==> src/cbpc_pkg.sv <==
// constants, types and register layout of the core clock burst power control
package cbpc_pkg;
  localparam int unsigned CLK_PERIOD_NS = 40;
  localparam int unsigned REF_PERIOD_NS = 30518;
  localparam int unsigned REF_TICK_CYC = REF_PERIOD_NS / CLK_PERIOD_NS;
  localparam logic [9:0] REF_DIV_LAST = 10'(REF_TICK_CYC - 1);
  localparam logic [4:0] BURST_LAST = 5'h1E;
  localparam logic [4:0] WIDTH_FULL = 5'h1F;
  localparam int unsigned SHUTDN_CYC = 30;
  localparam logic [4:0] SHUTDN_LAST = 5'(SHUTDN_CYC - 1);
  localparam logic [4:0] SHUTDN_FIRST = 5'h01;
  localparam logic [7:0] ADDR_PGC = 8'h00;
  localparam logic [7:0] ADDR_PLL = 8'h04;
  localparam logic [7:0] ADDR_STAT = 8'h08;
  localparam int unsigned GE_BIT = 7;
  localparam int unsigned PLL_OFF_BIT = 3;
  localparam logic [1:0] WAKE_SEL_RST = 2'h3;
  localparam logic [6:0] WAKE_P0 = 7'h20;
  localparam logic [6:0] WAKE_P1 = 7'h30;
  localparam logic [6:0] WAKE_P2 = 7'h40;
  localparam logic [6:0] WAKE_P3 = 7'h60;

  typedef struct packed {
    logic en;
    logic [1:0] rsvd;
    logic [4:0] width;
  } cbpc_pgc_s;

  typedef struct packed {
    logic pll_enable;
    logic pll_clk_run;
    logic divider_run;
    logic asleep;
  } cbpc_clk_s;

  typedef enum logic [1:0] {
    GT_RUN = 2'b00,
    GT_REQ = 2'b01,
    GT_GATED = 2'b10
  } cbpc_gate_e;

  typedef enum logic [2:0] {
    SL_AWAKE = 3'b000,
    SL_SHUTDN = 3'b001,
    SL_ASLEEP = 3'b010,
    SL_WAKEWAIT = 3'b011,
    SL_RESTART = 3'b100
  } cbpc_sleep_e;

  function automatic logic [6:0] cbpc_wake_periods(input logic [1:0] sel);
    case (sel)
      2'h0: cbpc_wake_periods = WAKE_P0;
      2'h1: cbpc_wake_periods = WAKE_P1;
      2'h2: cbpc_wake_periods = WAKE_P2;
      default: cbpc_wake_periods = WAKE_P3;
    endcase
  endfunction
endpackage

==> src/cbpc_burst.sv <==
// reference tick divider and 31-period burst slot comparator
`timescale 1ns/100ps
module cbpc_burst (
  input wire logic pclk,
  input wire logic presetn,
  input wire logic enable,
  input wire logic [4:0] width,
  output logic ref_tick,
  output logic on_slot,
  output logic [4:0] phase
);
  import cbpc_pkg::*;
  logic [9:0] div_r;

  // reference rate keeps running in every mode, sleep included
  always_ff @(posedge pclk or negedge presetn) begin
    if (!presetn) begin
      div_r <= 10'h000;
    end else if (div_r == REF_DIV_LAST) begin
      div_r <= 10'h000;
    end else begin
      div_r <= div_r + 10'h001;
    end
  end

  assign ref_tick = (div_r == REF_DIV_LAST);

  // phase restarts while disabled so enabling with a nonzero width opens with an on-slot
  always_ff @(posedge pclk or negedge presetn) begin
    if (!presetn) begin
      phase <= 5'h00;
    end else if (!enable) begin
      phase <= 5'h00;
    end else if (ref_tick) begin
      phase <= (phase == BURST_LAST) ? 5'h00 : phase + 5'h01;
    end
  end

  assign on_slot = (phase < width);
endmodule

==> src/cbpc_sleep.sv <==
// sleep sequencer: delayed PLL stop and timed wake restart
`timescale 1ns/100ps
module cbpc_sleep (
  input wire logic pclk,
  input wire logic presetn,
  input wire logic pll_off,
  input wire logic [1:0] wake_sel,
  input wire logic ref_tick,
  input wire logic wake,
  output logic wake_taken,
  output cbpc_pkg::cbpc_clk_s clk_ctl,
  output cbpc_pkg::cbpc_sleep_e sl_st
);
  import cbpc_pkg::*;
  logic [4:0] sd_cnt_r;
  logic [6:0] wk_cnt_r;

  always_ff @(posedge pclk or negedge presetn) begin
    if (!presetn) begin
      sl_st <= SL_AWAKE;
    end else begin
      case (sl_st)
        SL_AWAKE: if (pll_off) sl_st <= SL_SHUTDN;
        SL_SHUTDN: if (sd_cnt_r == SHUTDN_LAST) sl_st <= SL_ASLEEP;
        SL_ASLEEP: if (wake) sl_st <= SL_WAKEWAIT;
        SL_WAKEWAIT: begin
          if (ref_tick && wk_cnt_r == cbpc_wake_periods(wake_sel) - 7'h01) begin
            sl_st <= SL_RESTART;
          end
        end
        SL_RESTART: sl_st <= SL_AWAKE;
        default: sl_st <= SL_AWAKE;
      endcase
    end
  end

  // counting starts at one so the PLL drops 30 edges after the bit is set
  always_ff @(posedge pclk or negedge presetn) begin
    if (!presetn) begin
      sd_cnt_r <= 5'h00;
    end else if (sl_st != SL_SHUTDN) begin
      sd_cnt_r <= SHUTDN_FIRST;
    end else begin
      sd_cnt_r <= sd_cnt_r + 5'h01;
    end
  end

  always_ff @(posedge pclk or negedge presetn) begin
    if (!presetn) begin
      wk_cnt_r <= 7'h00;
    end else if (sl_st != SL_WAKEWAIT) begin
      wk_cnt_r <= 7'h00;
    end else if (ref_tick) begin
      wk_cnt_r <= wk_cnt_r + 7'h01;
    end
  end

  assign wake_taken = (sl_st == SL_ASLEEP) && wake;
  always_comb begin
    clk_ctl.pll_enable = (sl_st != SL_ASLEEP);
    clk_ctl.pll_clk_run = (sl_st == SL_AWAKE) || (sl_st == SL_SHUTDN) ||
                          (sl_st == SL_RESTART);
    clk_ctl.divider_run = (sl_st == SL_AWAKE) || (sl_st == SL_SHUTDN);
    clk_ctl.asleep = (sl_st == SL_ASLEEP) || (sl_st == SL_WAKEWAIT);
  end
endmodule

==> src/cbpc_power_control.sv <==
// core clock burst power control: APB registers, bus handoff, gating
//
// The register addresses and the APB interface to the registers were left to the implementer.
`timescale 1ns/100ps
module cbpc_power_control (
  input wire logic pclk,
  input wire logic presetn,
  input wire logic [7:0] paddr,
  input wire logic psel,
  input wire logic penable,
  input wire logic pwrite,
  input wire logic [31:0] pwdata,
  output logic [31:0] prdata,
  output logic pready,
  output logic pslverr,
  input wire logic irq_pending,
  input wire logic core_bus_grant,
  input wire logic dma_busy,
  output logic core_clk_en,
  output logic core_bus_req,
  output logic dma_bus_grant,
  output logic sys_clk_en,
  output logic addr_hold,
  output cbpc_pkg::cbpc_clk_s clk_ctl
);
  import cbpc_pkg::*;

  cbpc_pgc_s pgc_r;
  logic gate_en_r;
  logic [4:0] width_r;
  logic pll_off_r;
  logic [1:0] wake_sel_r;
  cbpc_gate_e gt_st;
  cbpc_sleep_e sl_st;
  logic ref_tick;
  logic on_slot;
  logic [4:0] phase;
  logic wake;
  logic wake_taken;
  logic gate_req;
  logic mapped;
  logic wr_acc;
  logic wr_pgc;
  logic wr_pll;
  logic rd_setup;
  logic [31:0] rd_mux;

  // any pending interrupt request counts as wake-up
  assign wake = irq_pending;

  // zero-wait slave: every access ends in its first access cycle
  assign pready = 1'b1;
  assign mapped = (paddr == ADDR_PGC) || (paddr == ADDR_PLL) || (paddr == ADDR_STAT);
  assign pslverr = psel && penable && !mapped;
  assign wr_acc = psel && penable && pwrite;
  assign wr_pgc = wr_acc && (paddr == ADDR_PGC);
  assign wr_pll = wr_acc && (paddr == ADDR_PLL);
  assign rd_setup = psel && !penable && !pwrite;

  // enable: wake wins over a same-cycle software set
  always_ff @(posedge pclk or negedge presetn) begin
    if (!presetn) begin
      gate_en_r <= 1'b0;
    end else if (wake && (gate_en_r || wr_pgc)) begin
      gate_en_r <= 1'b0;
    end else if (wr_pgc) begin
      gate_en_r <= pwdata[GE_BIT];
    end
  end

  // fraction only moves on a software write, never on wake
  always_ff @(posedge pclk or negedge presetn) begin
    if (!presetn) begin
      width_r <= WIDTH_FULL;
    end else if (wr_pgc) begin
      width_r <= pwdata[4:0];
    end
  end

  // reserved bits have no storage: writes are dropped, reads give zero
  assign pgc_r = {gate_en_r, 2'h0, width_r};

  // pll off: cleared by the wake that ends sleep, which beats a write
  always_ff @(posedge pclk or negedge presetn) begin
    if (!presetn) begin
      pll_off_r <= 1'b0;
    end else if (wake_taken) begin
      pll_off_r <= 1'b0;
    end else if (wr_pll) begin
      pll_off_r <= pwdata[PLL_OFF_BIT];
    end
  end

  always_ff @(posedge pclk or negedge presetn) begin
    if (!presetn) begin
      wake_sel_r <= WAKE_SEL_RST;
    end else if (wr_pll) begin
      wake_sel_r <= pwdata[1:0];
    end
  end

  always_comb begin
    rd_mux = 32'h0000_0000;
    case (paddr)
      ADDR_PGC: rd_mux = {24'h00_0000, pgc_r};
      ADDR_PLL: rd_mux = {28'h000_0000, pll_off_r, 1'b0, wake_sel_r};
      ADDR_STAT: rd_mux = {19'h0_0000, phase, 2'h0, gt_st, 1'b0, sl_st};
      default: rd_mux = 32'h0000_0000;
    endcase
  end

  // read data caught in setup so it comes from a flop in the access cycle
  always_ff @(posedge pclk or negedge presetn) begin
    if (!presetn) begin
      prdata <= 32'h0000_0000;
    end else if (rd_setup) begin
      prdata <= rd_mux;
    end
  end

  cbpc_burst u_burst (
    .pclk(pclk),
    .presetn(presetn),
    .enable(pgc_r.en),
    .width(pgc_r.width),
    .ref_tick(ref_tick),
    .on_slot(on_slot),
    .phase(phase)
  );

  cbpc_sleep u_sleep (
    .pclk(pclk),
    .presetn(presetn),
    .pll_off(pll_off_r),
    .wake_sel(wake_sel_r),
    .ref_tick(ref_tick),
    .wake(wake),
    .wake_taken(wake_taken),
    .clk_ctl(clk_ctl),
    .sl_st(sl_st)
  );

  // off-slot of an enabled burst asks to stop the core
  assign gate_req = pgc_r.en && !on_slot;

  always_ff @(posedge pclk or negedge presetn) begin
    if (!presetn) begin
      gt_st <= GT_RUN;
    end else begin
      case (gt_st)
        GT_RUN: if (gate_req) gt_st <= GT_REQ;
        GT_REQ: begin
          if (!gate_req) begin
            gt_st <= GT_RUN;
          end else if (core_bus_grant) begin
            gt_st <= GT_GATED;
          end
        end
        GT_GATED: begin
          // a running DMA access finishes before the core gets the bus back
          if (!gate_req && !dma_busy) begin
            gt_st <= GT_RUN;
          end
        end
        default: gt_st <= GT_RUN;
      endcase
    end
  end

  assign core_bus_req = (gt_st != GT_RUN);
  assign dma_bus_grant = (gt_st == GT_GATED);
  assign core_clk_en = (gt_st != GT_GATED) && clk_ctl.divider_run;
  // the peripheral clock follows only the PLL chain, never the burst gate
  assign sys_clk_en = clk_ctl.divider_run;

  always_ff @(posedge pclk or negedge presetn) begin
    if (!presetn) begin
      addr_hold <= 1'b0;
    end else begin
      addr_hold <= clk_ctl.asleep;
    end
  end
endmodule

==> config.mk <==
export PLATFORM = sky130hd
export DESIGN_NAME = cbpc_power_control
export DESIGN_NICKNAME = d
export VERILOG_FILES = /design/src/cbpc_pkg.sv /design/src/cbpc_burst.sv /design/src/cbpc_sleep.sv /design/src/cbpc_power_control.sv
export SDC_FILE = /design/constraint.sdc
export NUM_CORES = 1
export LEC_CHECK = 0
export ABC_CLOCK_PERIOD_IN_PS = 5500
export BUFFER_PORTS_ARGS = -buffer_cell sky130_fd_sc_hd__buf_2
export CAP_MARGIN = 40
export CELL_PAD_IN_SITES_DETAIL_PLACEMENT = 1
export CELL_PAD_IN_SITES_GLOBAL_PLACEMENT = 2
export CORE_MARGIN = 1.5
export CORE_UTILIZATION = 33
export CTS_CLUSTER_DIAMETER = 150
export DETAILED_ROUTE_END_ITERATION = 8
export GPL_TIMING_DRIVEN = 0
export MAX_ROUTING_LAYER = met4
export PLACE_DENSITY_LB_ADDON = 0.1
export SETUP_SLACK_MARGIN = 0.05
export SLEW_MARGIN = 10
export SYNTH_ARGS = -nofsm -noshare
export SYNTH_HDL_FRONTEND = slang
export SYNTH_SLANG_ARGS = --single-unit
==> constraint.sdc <==
create_clock -name pclk -period 5.5 [get_ports pclk]
set_input_delay 0.825 -clock pclk [delete_from_list [all_inputs] [get_ports pclk]]
set_output_delay 0.825 -clock pclk [all_outputs]
set_load 0.005 [all_outputs]
==> metrics <==
cell family with most CP delay=simple AND/OR/NAND/NOR gates; Starting Density=0.338; vias in the first global route=2290; CP max FO=5; top cells by area, synth=dfrtp_1 (40%), dfstp_2 (6.3%), buf_4 (5.9%), ha_1 (5.5%), nand2_1 (3.3%); post-synthesis register bit count=54; placed cell count=459; CP Capture Type=primary output; Slew headroom=0.528; sequential share of the synthesized area=0.464; WL met1=3010 um; Total Wirelength=6540 um; drt pass-1 iters=4; initial antenna violation count=1; clock sinks=54; EDFF count, synth=0; Unique masters post-synth=46; P_leak=0.00168 uW; CP max-delay cell=or4_4; top-area cell type share of the netlist area=0.401; largest net degree at the start of global routing=55; max_cap viols=0; layout cells sized above 1=0.265; most frequent cells in the layout=dfrtp_1 (47), buf_2 (41), nand2_1 (26); setup TNS=0 ns; largest area contributor in the netlist=dfrtp_1; hold slack final=0.484 ns; Slew Viols, Final=0; Stages on worst setup path=6; hold path depth=2; io pins=91; Tightest Pin Transition=0.708 ns; pwr dens=234 mW/mm2; met3 WL=351 um; grt ovf=0; clk_lat worst skew=0.31 ns; RSZ-0062 raised after global routing=false; Hold Fails Final Rpt=0; outcome=complete, no violations; WP data required=4.68 ns; DR vias/cell=4.76; # DRC=0; leading cell type in the layout, fill and taps excluded=dfrtp_1; CTS resizes=0; PortBufs=41; CTS tree=built; R2R cell count=5; cell count after synthesis=291; Tmin final=2.92 ns; Top Metal Used=met4; clock slew at reported path FFs=0.10 ns; total power draw=817 uW; Post-Layout Cell Count=468; die height=97.3 um; FP Rows=34; htree depth=2; DRT antenna net count=0; Async SR Flop Fraction=1.00; Tcrit/Tclk final=0.531; first-pass GRT wire length=11300 um; post-CTS setup repair buffer count=0; Max Clock Skew=0.00863 ns; Worst Setup Path Type=in -> out; Routed WL per cell=14.0 um; Synth Flop Type=dfrtp_1; Placer Congestion=0.782; clock tree buffer depth=2; Critical Path, Cell by Cell=buf_2 -> or4_4 -> or2_4 -> a21oi_1 -> nor2_1 -> buf_2; clock root buffer=clkbuf_8; CTS Hold Bufs=0; Core Footprint=0.00868 mm2; Synth Warn #=0; Hold Crit Class=reg -> reg; vias after detailed routing=2226; syn_area_per_cell=10.1 um2; worst vdd ir=93.0 uV; Buf/Inv on CP=2; Num CTS Buffers=5; post-layout net count=419; Die W=97.3 um; metal2 WL=3130 um; Post-Syn Area=0.00293 mm2; DIE AREA=0.00946 mm2; crit path DAT=2.09 ns; Setup-failing EPs final=0; area delta synth->final=19.1%; max incr delay on CP=0.56 ns; DP HPWL=4870 um; Achievable Freq=342 MHz; Worst path most repeated cell=buf_2; startpoint types=input port; GRT Resource Usage Total=0.151; DR iter-0 viols=47
==> Yosys cell counts, drive strengths merged, types with 4 or more instances <==
library cell  count
nand2            26
o21ai            16
a22o              8
xnor2            11
inv              12
buf              25
dfstp             7
nor3              7
or3               5
xor2              6
clkbuf            7
nor2             23
mux2              4
ha               13
nand3            14
nor4              7
a21oi             6
nand4             5
mux2i             9
dfrtp            47
==> worst paths after layout <==
kind                            slack, ns     startpoint             endpoint
min in group asynchronous            0.53        presetn  u_sleep.sd_cnt_r[2]
worst min-delay path                 0.48      prdata[3]            prdata[3]
worst max register to register       3.44  wake_sel_r[1]     u_sleep.sl_st[1]
worst max-delay path                 2.58       paddr[5]              pslverr
max in group asynchronous            4.46        presetn  u_sleep.wk_cnt_r[2]
worst min register to register       0.48      prdata[3]            prdata[3]
==> metal layers <==
layer / vias up / track usage
met1: 1063 / 0.189
met4: 0 / 0.0297
met3: 5 / 0.0345
li1: 1109 / -
met5: - / -
met2: 49 / 0.253
==> cell type report <==
| cell class | instances | area (um2) |
|---|---|---|
| flip-flops and latches | 54 | 1360 |
| inverters | 12 | 45.0 |
| clock inverters | 2 | 60.1 |
| fillers | 1036 | 5190 |
| well taps | 108 | 135 |
| multi-input cells | 212 | 1380 |
| clock buffers | 6 | 82.6 |
| diodes | 1 | 2.50 |
| plain buffers | 32 | 215 |
| repair buffers | 41 | 208 |
==> metrics by stage <==
| stage | setup WS (ns) | utilization | instance area, um2 |
|---|---|---|---|
| 4_1_cts | 2.58 | 0.402 | 3490 |
| 2_1_floorplan | 2.87 | - | 3000 |
| 3_5_place_dp | 2.59 | 0.386 | 3350 |
| 3_3_place_gp | 2.61 | 0.385 | 3340 |
| 5_1_grt | 2.53 | 0.402 | 3490 |
| 6_report | 2.58 | 0.402 | 3490 |
==> where the power goes <==
group / switching, uW / internal (uW)
registers: 7.45 / 407
logic: 41.7 / 30.7
clock network: 136 / 194
==> worst register-to-register path: stages, from the launching register on <==
cell,delay (ns)
dfstp_2,0.57
inv_1,0.05
ha_1,0.28
xnor2_1,0.13
or4_1,0.57
o311a_1,0.35
==> cells by family (layout without fill, tap and decap cells) <==
logic type	count (synthesis)	in the layout	share of synthesized area
other	2	22	0.00256
buffers and inverters	44	93	0.0888
muxes	13	13	0.0487
xor gates and xnor gates	17	17	0.0508
adders and majority gates	13	13	0.0555
and+or+nand+nor	103	103	0.188
AOI/OAI and AO/OA	45	45	0.102
DFF	54	54	0.464
==> state kept, by name, indices dropped and copies added (netlist names) <==
| register | cells |
|---|---|
| prdata | 12 |
| u_burst.div_r | 10 |
| u_sleep.wk_cnt_r | 7 |
| u_burst.phase | 5 |
| u_sleep.sd_cnt_r | 5 |
| width_r | 5 |
| u_sleep.sl_st | 3 |
| gt_st | 2 |
| wake_sel_r | 2 |
| addr_hold | 1 |
| gate_en_r | 1 |
| pll_off_r | 1 |
(Power assumes the default switching activity.)
